[config.mk]
export PLATFORM = sky130hd
export DESIGN_NAME = clock_mode_select
export DESIGN_NICKNAME = d
export VERILOG_FILES = /design/src/core/clock_mode_select.v
export VERILOG_INCLUDE_DIRS = /design/src /design/src/core
export SDC_FILE = /design/constraint.sdc
export NUM_CORES = 1
export LEC_CHECK = 0
export ABC_AREA = 1
export BUFFER_PORTS_ARGS = -buffer_cell sky130_fd_sc_hd__buf_4
export CORE_MARGIN = 1.5
export CORE_UTILIZATION = 55
export DETAILED_ROUTE_END_ITERATION = 10
export GPL_ROUTABILITY_DRIVEN = 0
export PLACE_DENSITY = 0.81
export SYNTH_ARGS = -nofsm -noshare
export SYNTH_HDL_FRONTEND = slang
export SYNTH_SLANG_ARGS = --single-unit
export TNS_END_PERCENT = 50
[constraint.sdc]
create_clock -name i_mclk -period 2.1 [get_ports i_mclk]
set_clock_uncertainty 0.1 [all_clocks]
set_input_delay 0.105 -clock i_mclk [delete_from_list [all_inputs] [get_ports i_mclk]]
set_output_delay 0.105 -clock i_mclk [all_outputs]
set_load 0.005 [all_outputs]
[src/core/clock_mode_map.vh]
// Register offsets, field positions and constants for the channel clock mode selector
`ifndef CLOCK_MODE_MAP_VH
`define CLOCK_MODE_MAP_VH
`define ADDR_CHANNEL_CONFIG_0_LOW 4'h0
`define ADDR_GLOBAL_MODE_REG      4'h1
`define ADDR_BAUD_DIVISOR_LOW     4'h2
`define ADDR_BAUD_DIVISOR_HIGH    4'h3
`define ADDR_CLOCK_STATUS         4'h4
`define CFG_MODE_LSB              0
`define CFG_MODE_MSB              2
`define CFG_VARIANT_BIT           3
`define CFG_OVERSAMPLE_BIT        4
`define CFG_TX_OUT_EN_BIT         5
`define CFG_EXT_TRANSPARENT_BIT   6
`define GLOBAL_MODE_REG_XTAL_PD_BIT         0
`define CFG_RESET                 8'h00
`define GLOBAL_MODE_REG_RESET               8'h01
`define DIVISOR_RESET             16'h0000
`define OVERSAMPLE_DIV            16
`define MAJORITY_SAMPLES          3
`define MODE_0                    3'h0
`define MODE_1                    3'h1
`define MODE_2                    3'h2
`define MODE_3                    3'h3
`define MODE_4                    3'h4
`define MODE_5                    3'h5
`define MODE_6                    3'h6
`define MODE_7                    3'h7
`endif

[src/core/clock_mode_select.v]
// Per-channel clock source selection with baud divider and phase recovery loop
//
// Local design decisions: the register addresses and the plain strobed port.
`timescale 1ns/10ps
`include "clock_mode_map.vh"

// Overview of operation
// Mode field plus variant bit select the clocking configuration, a or b.
// Oversample bit divides receive, and both in modes 1, 3b, 7b, by sixteen.
// With oversampling the receiver takes three samples and votes by majority.
// Oversample bit ignored in modes 2, 3a, 4, 5, 6, 7a.
// Software clears crystal power down when using modes 0b, 6 or 7.
// Crystal source may feed either channel; each has own divider and loop.
// Crystal input alone accepts an external clock.
// Transmit-clock-out enable drives transmit clock pin in allowed modes.
// Mode 6b: transmit from divider/16 on crystal; receive from loop.
// Loop output equals its reference divided by sixteen.
// Mode 0: receive from pin; transmit from pin (0a) or divider (0b).
// Mode 0b drives generated transmit clock out when enabled.
// Mode 1: both clocks from receive pin; strobes from carrier and tx pin.
// Mode 1 bits move only when the matching strobe is asserted.
// Extended transparent: one strobe moves a whole byte.
// Mode 2: divider from receive pin feeds loop; loop clocks receive.
// Mode 2a transmit from pin; 2b from divider/16, may be driven out.
// Modes 3,6,7 source mapping for loop, divider and pins.
// Mode 4 transfers bits only while the respective gate allows.
// Mode 5a common receive pin clock with frame sync; 5b separate octet syncs.
// Mode 5a with out enable drives time-slot window, low when active.
// Loop always sourced from own divider programmed by two divisor registers.
// Timers run on the transmit domain clock in every mode.
// Mode changes switch domain clocks without runt pulses.
module clock_mode_select #(
    parameter DIV_W = 16
) (
    input  wire        i_mclk,
    input  wire        i_rst,
    input  wire [3:0]  i_addr,
    input  wire [7:0]  i_wdata,
    input  wire        i_wr,
    input  wire        i_rd,
    output reg  [7:0]  o_rdata,
    input  wire        i_rx_clock_pin,
    input  wire        i_tx_clock_pin,
    output reg         o_tx_clock_pin,
    output reg         o_tx_clock_pin_oe_n,
    input  wire        i_crystal_in,
    input  wire        i_carrier_detect_in,
    input  wire        i_rx_gate_in,
    input  wire        i_tx_gate_in,
    input  wire        i_frame_sync_in,
    input  wire        i_tx_octet_sync_in,
    input  wire        i_rx_octet_sync_in,
    input  wire        i_rx_slot_window,
    input  wire        i_tx_slot_window,
    input  wire        i_rx_data,
    output reg         o_rx_tick,
    output reg         o_rx_bit,
    output reg         o_tx_tick,
    output reg         o_timer_tick,
    output reg         o_rx_sync,
    output reg         o_tx_sync,
    output reg         o_crystal_power_down
);

    reg  [7:0]       cfg;
    reg  [7:0]       global_mode_reg;
    reg  [DIV_W-1:0] divisor;
    reg  [2:0]       mode_act;
    reg              var_act;
    reg              pending;

    // Pin synchronisers, first stage read only by the second
    reg  [8:0] sync1;
    reg  [8:0] sync2;
    reg  [8:0] prev;
    wire [8:0] pins = {i_rx_data, i_rx_octet_sync_in, i_tx_octet_sync_in, i_frame_sync_in,
                       i_tx_gate_in, i_rx_gate_in, i_carrier_detect_in, i_tx_clock_pin,
                       i_rx_clock_pin};
    wire       rxp_rise  = sync2[0] & ~prev[0];
    wire       txp_rise  = sync2[1] & ~prev[1];
    wire       xtal_rise;
    reg        xtal_s1;
    reg        xtal_s2;
    reg        xtal_prev;

    always @(posedge i_mclk) begin
        if (i_rst) begin
            sync1     <= 9'h000;
            sync2     <= 9'h000;
            prev      <= 9'h000;
            xtal_s1   <= 1'b0;
            xtal_s2   <= 1'b0;
            xtal_prev <= 1'b0;
        end else begin
            sync1     <= pins;
            sync2     <= sync1;
            prev      <= sync2;
            xtal_s1   <= i_crystal_in;
            xtal_s2   <= xtal_s1;
            xtal_prev <= xtal_s2;
        end
    end
    // Power-down masks the crystal; driver stays outside this block
    assign xtal_rise = xtal_s2 & ~xtal_prev & ~global_mode_reg[`GLOBAL_MODE_REG_XTAL_PD_BIT];

    // Register port
    always @(posedge i_mclk) begin
        if (i_rst) begin
            cfg     <= `CFG_RESET;
            global_mode_reg   <= `GLOBAL_MODE_REG_RESET;
            divisor <= `DIVISOR_RESET;
            o_rdata <= 8'h00;
        end else begin
            if (i_wr) begin
                case (i_addr)
                    `ADDR_CHANNEL_CONFIG_0_LOW: cfg <= i_wdata;
                    `ADDR_GLOBAL_MODE_REG:      global_mode_reg <= i_wdata;
                    `ADDR_BAUD_DIVISOR_LOW:     divisor[7:0] <= i_wdata;
                    `ADDR_BAUD_DIVISOR_HIGH:    divisor[DIV_W-1:8] <= i_wdata[DIV_W-9:0];
                    default: ;
                endcase
            end
            o_rdata <= 8'h00;
            if (i_rd) begin
                case (i_addr)
                    `ADDR_CHANNEL_CONFIG_0_LOW: o_rdata <= cfg;
                    `ADDR_GLOBAL_MODE_REG:      o_rdata <= global_mode_reg;
                    `ADDR_BAUD_DIVISOR_LOW:     o_rdata <= divisor[7:0];
                    `ADDR_BAUD_DIVISOR_HIGH:    o_rdata <= divisor[DIV_W-1:8];
                    `ADDR_CLOCK_STATUS:         o_rdata <= {3'b000, pending, var_act, mode_act};
                    default:                    o_rdata <= 8'h00;
                endcase
            end
        end
    end

    wire [2:0] mode_req = cfg[`CFG_MODE_MSB:`CFG_MODE_LSB];
    wire       var_req  = cfg[`CFG_VARIANT_BIT];
    wire       tx_oe    = cfg[`CFG_TX_OUT_EN_BIT];
    wire       etm      = cfg[`CFG_EXT_TRANSPARENT_BIT];

    // Baud divider: source picked by active mode
    reg              brg_src;
    reg  [DIV_W-1:0] brg_cnt;
    reg              brg_tick;
    always @* begin
        case (mode_act)
            `MODE_0, `MODE_6, `MODE_7: brg_src = xtal_rise;
            `MODE_2, `MODE_3:          brg_src = rxp_rise;
            default:                   brg_src = 1'b0;
        endcase
    end
    always @(posedge i_mclk) begin
        if (i_rst) begin
            brg_cnt  <= {DIV_W{1'b0}};
            brg_tick <= 1'b0;
        end else begin
            brg_tick <= 1'b0;
            if (brg_src) begin
                if (brg_cnt >= divisor) begin
                    brg_cnt  <= {DIV_W{1'b0}};
                    brg_tick <= 1'b1;
                end else begin
                    brg_cnt <= brg_cnt + 1'b1;
                end
            end
        end
    end

    // Phase recovery loop: reference /16, realigned on data edges
    reg [3:0] pll_cnt;
    reg       pll_tick;
    wire      data_edge = sync2[8] ^ prev[8];
    always @(posedge i_mclk) begin
        if (i_rst) begin
            pll_cnt  <= 4'h0;
            pll_tick <= 1'b0;
        end else begin
            pll_tick <= 1'b0;
            if (data_edge) begin
                pll_cnt <= 4'h8;
            end else if (brg_tick) begin
                pll_cnt <= pll_cnt + 4'h1;
                if (pll_cnt == 4'hF)
                    pll_tick <= 1'b1;
            end
        end
    end

    // Divide by sixteen of the divider output for 2b and 6b
    reg [3:0] b16_cnt;
    reg       b16_tick;
    always @(posedge i_mclk) begin
        if (i_rst) begin
            b16_cnt  <= 4'h0;
            b16_tick <= 1'b0;
        end else begin
            b16_tick <= brg_tick && b16_cnt == 4'hF;
            if (brg_tick)
                b16_cnt <= b16_cnt + 4'h1;
        end
    end

    // Raw domain tick sources
    reg raw_rx;
    reg raw_tx;
    reg os_rx;
    reg os_tx;
    always @* begin
        raw_rx = 1'b0;
        raw_tx = 1'b0;
        os_rx  = 1'b0;
        os_tx  = 1'b0;
        case (mode_act)
            `MODE_0: begin
                raw_rx = rxp_rise;
                raw_tx = var_act ? brg_tick : txp_rise;
                os_rx  = 1'b1;
            end
            `MODE_1: begin
                raw_rx = rxp_rise;
                raw_tx = rxp_rise;
                os_rx  = 1'b1;
                os_tx  = 1'b1;
            end
            `MODE_2: begin
                raw_rx = pll_tick;
                raw_tx = var_act ? b16_tick : txp_rise;
            end
            `MODE_3, `MODE_7: begin
                raw_rx = var_act ? brg_tick : pll_tick;
                raw_tx = var_act ? brg_tick : pll_tick;
                os_rx  = var_act;
                os_tx  = var_act;
            end
            `MODE_4: begin
                raw_rx = rxp_rise;
                raw_tx = txp_rise;
            end
            `MODE_5: begin
                raw_rx = rxp_rise;
                raw_tx = var_act ? txp_rise : rxp_rise;
            end
            `MODE_6: begin
                raw_rx = pll_tick;
                raw_tx = var_act ? b16_tick : txp_rise;
            end
            default: ;
        endcase
    end

    // Oversampling /16 with three-sample majority
    wire       ovs = cfg[`CFG_OVERSAMPLE_BIT];
    reg  [3:0] rx_div;
    reg  [3:0] tx_div;
    reg  [2:0] votes;
    wire       rx_div_tick = raw_rx && rx_div == 4'hF;
    wire       tx_div_tick = raw_tx && tx_div == 4'hF;
    wire       eff_rx = (ovs && os_rx) ? rx_div_tick : raw_rx;
    wire       eff_tx = (ovs && os_tx) ? tx_div_tick : raw_tx;
    wire       maj    = (votes[0] & votes[1]) | (votes[0] & votes[2]) | (votes[1] & votes[2]);
    always @(posedge i_mclk) begin
        if (i_rst) begin
            rx_div <= 4'h0;
            tx_div <= 4'h0;
            votes  <= 3'b000;
        end else begin
            if (raw_rx)
                rx_div <= rx_div + 4'h1;
            if (raw_tx)
                tx_div <= tx_div + 4'h1;
            // Mid-bit samples 7, 8 and 9
            if (raw_rx && rx_div >= 4'h7 && rx_div <= 4'h9)
                votes <= {votes[1:0], sync2[8]};
        end
    end

    // Bit qualification: strobes, gates, slot windows
    reg [2:0] rx_bits;
    reg [2:0] tx_bits;
    reg       rx_q;
    reg       tx_q;
    always @* begin
        rx_q = 1'b1;
        tx_q = 1'b1;
        case (mode_act)
            `MODE_1: begin
                rx_q = sync2[2] | (etm & rx_bits != 3'h0);
                tx_q = sync2[1] | (etm & tx_bits != 3'h0);
            end
            `MODE_4: begin
                rx_q = sync2[3];
                tx_q = sync2[4];
            end
            `MODE_5: begin
                rx_q = i_rx_slot_window;
                tx_q = i_tx_slot_window;
            end
            default: ;
        endcase
    end
    always @(posedge i_mclk) begin
        if (i_rst) begin
            rx_bits <= 3'h0;
            tx_bits <= 3'h0;
        end else if (!etm || mode_act != `MODE_1) begin
            // Stale counts from another mode would pass unstrobed bits
            rx_bits <= 3'h0;
            tx_bits <= 3'h0;
        end else begin
            // One strobe starts a byte of eight bits
            if (eff_rx && rx_q)
                rx_bits <= rx_bits + 3'h1;
            if (eff_tx && tx_q)
                tx_bits <= tx_bits + 3'h1;
        end
    end

    // Mode switch only at a quiet point of both domains, avoiding runts
    always @(posedge i_mclk) begin
        if (i_rst) begin
            mode_act <= `MODE_0;
            var_act  <= 1'b0;
            pending  <= 1'b0;
        end else begin
            pending <= (mode_req != mode_act) || (var_req != var_act);
            if (((mode_req != mode_act) || (var_req != var_act)) && !eff_rx && !eff_tx) begin
                mode_act <= mode_req;
                var_act  <= var_req;
            end
        end
    end

    // Domain outputs and pin drive
    wire sync_rx = (mode_act == `MODE_5) ? (var_act ? sync2[7] : sync2[5]) : 1'b0;
    wire sync_tx = (mode_act == `MODE_5) ? (var_act ? sync2[6] : sync2[5]) : 1'b0;
    reg  out_ok;
    always @* begin
        case (mode_act)
            `MODE_0: out_ok = var_act;
            `MODE_2, `MODE_6: out_ok = var_act;
            `MODE_3, `MODE_7: out_ok = 1'b1;
            `MODE_5: out_ok = ~var_act;
            default: out_ok = 1'b0;
        endcase
    end
    always @(posedge i_mclk) begin
        if (i_rst) begin
            o_rx_tick            <= 1'b0;
            o_rx_bit             <= 1'b0;
            o_tx_tick            <= 1'b0;
            o_timer_tick         <= 1'b0;
            o_rx_sync            <= 1'b0;
            o_tx_sync            <= 1'b0;
            o_tx_clock_pin       <= 1'b1;
            o_tx_clock_pin_oe_n  <= 1'b1;
            o_crystal_power_down <= 1'b1;
        end else begin
            o_rx_tick            <= eff_rx & rx_q;
            o_rx_bit             <= (ovs && os_rx) ? maj : sync2[8];
            o_tx_tick            <= eff_tx & tx_q;
            o_timer_tick         <= eff_tx;
            o_rx_sync            <= sync_rx;
            o_tx_sync            <= sync_tx;
            o_crystal_power_down <= global_mode_reg[`GLOBAL_MODE_REG_XTAL_PD_BIT];
            o_tx_clock_pin_oe_n  <= ~(tx_oe & out_ok);
            if (mode_act == `MODE_5)
                o_tx_clock_pin <= ~i_tx_slot_window;
            else if (eff_tx)
                o_tx_clock_pin <= ~o_tx_clock_pin;
        end
    end

endmodule // clock_mode_select

==> results.toml <==
[power_and_ir_drop]
ir_worst_vdd_v = 0.000725
leakage_nw = 2.95
finalPower_w = 0.00581
powerDensity_mw_per_mm2 = 854

[timing]
tightest_slew_ns = 0.598
fmax_mhz = 510
min_period_ns = 1.96
final.setup.tns_ns = 0
slew_headroom = 0.600
min_period_over_period = 0.933
final_hold_viol_count = 0
slew_violations = 0
whs_ns = 0.0465
setup_viol = 0

[clock_tree]
numCtsBuffers = 17
cts_tree = "done"
clock_path_buffers = 2
cts_root_buf = "clkbuf_8"
clock_sinks = 122
clk_latency_ns = 0.52
htreeDepth = 4
cts_setup_buffers = 0
path_clk_slew_ns = 0.06

[die]
die_area_mm2 = 0.0106
die_x_um = 103
start_util = 0.564
fp.coreArea_mm2 = 0.00973
die_y_um = 103
rows = 36
ios = 45

[critical_path]
cp.arrival_ns = 2.25
crit_chain = "inv_1 -> ha_1 -> nand2_1 -> inv_1 -> nand3_1 -> nor3_2 -> nand3_2 -> nand2_1 -> nand2_1 -> nand2_1 -> buf_4 -> nor2_1"
cp.buffers_inverters = 3
crit_fanout = 13
critPathLaunchType = "flip-flop"
cp_common_cell = "nand2_1"
critPathRequiredTime_ns = 2.40
endpoint_kind = "flip-flop"
cpPeakStageDelay_ns = 0.31
worst-path-stages = 12
crit_family = "simple AND/OR/NAND/NOR gates"
worstSetupPathType = "reg -> reg"
reg2regPathDepth = 12
critPathSlowestCell = "dfxtp_1"

[finish]
nFillCells = 760
final_area_mm2 = 0.00680
antenna_cells = 0
nNetsFinal = 865
areaGrowthSynthToFinish_pct = 23.9
layout_common_cells = "dfxtp_1 (121), inv_1 (109), nand2_1 (103)"
layout_commonest_cell = "dfxtp_1"
largest_registers = "brg_cnt (16), divisor (16)"
layout-drive-gt1-share = 0.143
utilization = 0.699

[yosys]
synth_area_leaders = "dfxtp_1 (44%), inv_1 (7.5%), nand2_1 (7.0%)"
ys_ff_latch = 122
yosysTopAreaCellShare = 0.445
synth_area_mm2 = 0.00549
syn_inst = 728
syn_nets = 783
yosysTopAreaCell = "dfxtp_1"
syn_avg_cell_area_um2 = 7.54
synth_seq_area_share = 0.445
yosysUniqueCellTypes = 40
ys.warnings.count = 0

[detailed_routing]
vias = 5150
ant_nets = 0
wl_per_cell_um = 14.3
via_per_inst = 5.40
drc_errors = 0
drt_wl_total_um = 13700
drtPass1Iterations = 5
first_iter_violations = 297

[flow_run]
drv_cap = 0

[grt]
antenna_found_initial = 0
grtUsageTotal = 0.270
grt_pass1_vias = 4830
gr-total-overflow = 0
grt_pass1_wl_um = 22000
grt_max_degree = 51

[run_status]
outcome = "complete, no violations"

[place]
port_buffers = 44
place_area_mm2 = 0.00598
dp_hpwl_um = 9210

[min_path]
hp-class = "in -> reg"
holdPathStages = 5
per-layer routing:
metal	track usage	wire length, um
met1	0.322	5750
met2	0.456	6600
met3	0.0671	881
met4	0.127	429
met5	0	0
through the flow:
stage	setup slack (ns)	instances
4_1_cts	0.114	954
3_5_place_dp	0.124	896
3_3_place_gp	0.215	896
6_report	0.141	954
2_1_floorplan	0.308	728
5_1_grt	-0.00282	954
repair_timing:
action / 4_1_cts / 5_1_grt
setup endpoints to repair: 0 / 18
endpoints found under the hold margin: 65 / 0
hold buffers: 28 / 0
gates resized for setup: 0 / 6
power breakdown:
group | leakage (nW) | switching [W] | internal (W)
Sequential | 0.991 | 0.0000904 | 0.00241
Combinational | 1.71 | 0.000462 | 0.000289
Clock | 0.252 | 0.00101 | 0.00155
logic make-up after synthesis:
family | Yosys count | share of synthesized area
xor gates and xnor gates | 14 | 0.0223
DFF | 122 | 0.445
buffers and inverters | 138 | 0.101
and+or+nand+nor | 276 | 0.219
muxes | 1 | 0.00182
AOI/OAI and AO/OA | 149 | 0.148
adders and majority gates | 28 | 0.0633
worst reg2reg max path, stage by stage, from the launching register on:
cell,delay [ns]
dfxtp_1,0.31
inv_1,0.08
ha_1,0.31
nand2_1,0.05
inv_1,0.08
nand3_1,0.08
nor3_2,0.21
nand3_2,0.14
nand2_1,0.12
nand2_1,0.05
nand2_1,0.05
buf_4,0.19
nor2_1,0.06
final cells by class:
type,count,area [um2],share of cell area
Tap cell,133,166,0.0245
Inverter,117,439,0.0646
Sequential cell,122,2440,0.359
Timing Repair Buffer,84,713,0.105
Clock buffer,18,418,0.0614
Multi-Input combinational cell,468,2520,0.370
Clock inverter,12,104,0.0153
synth_stat cells, drive strengths merged:
cell and number:
a211oi 4, a21o 1, a21oi 68, a221oi 3, a22oi 2, a31oi 1
buf 10, clkbuf 11, clkinv 1, dfxtp 122, ha 27, inv 116
maj3 1, mux2i 1, nand2 109, nand3 35, nand4 16, nor2 102
nor3 10, nor3b 1, nor4 1, o211ai 3, o21a 1, o21ai 52
o221ai 1, o22ai 13, or2 2, xor2 14
final timing paths:
| path | start | to | slack [ns] |
|---|---|---|---|
| worst max-delay path | divisor[11]$_SDFFE_PP0P_ | brg_cnt[2]$_SDFFE_PP0P_ | 0.14 |
| worst max register to register | divisor[11]$_SDFFE_PP0P_ | brg_cnt[2]$_SDFFE_PP0P_ | 0.14 |
| worst min register to register | sync1[0]$_SDFF_PP0_ | sync2[0]$_SDFF_PP0_ | 0.30 |
| worst min-delay path | i_addr[2] | global_mode_reg[4]$_SDFFE_PP0P_ | 0.05 |
Note: power is estimated with default switching activity, not from simulation.
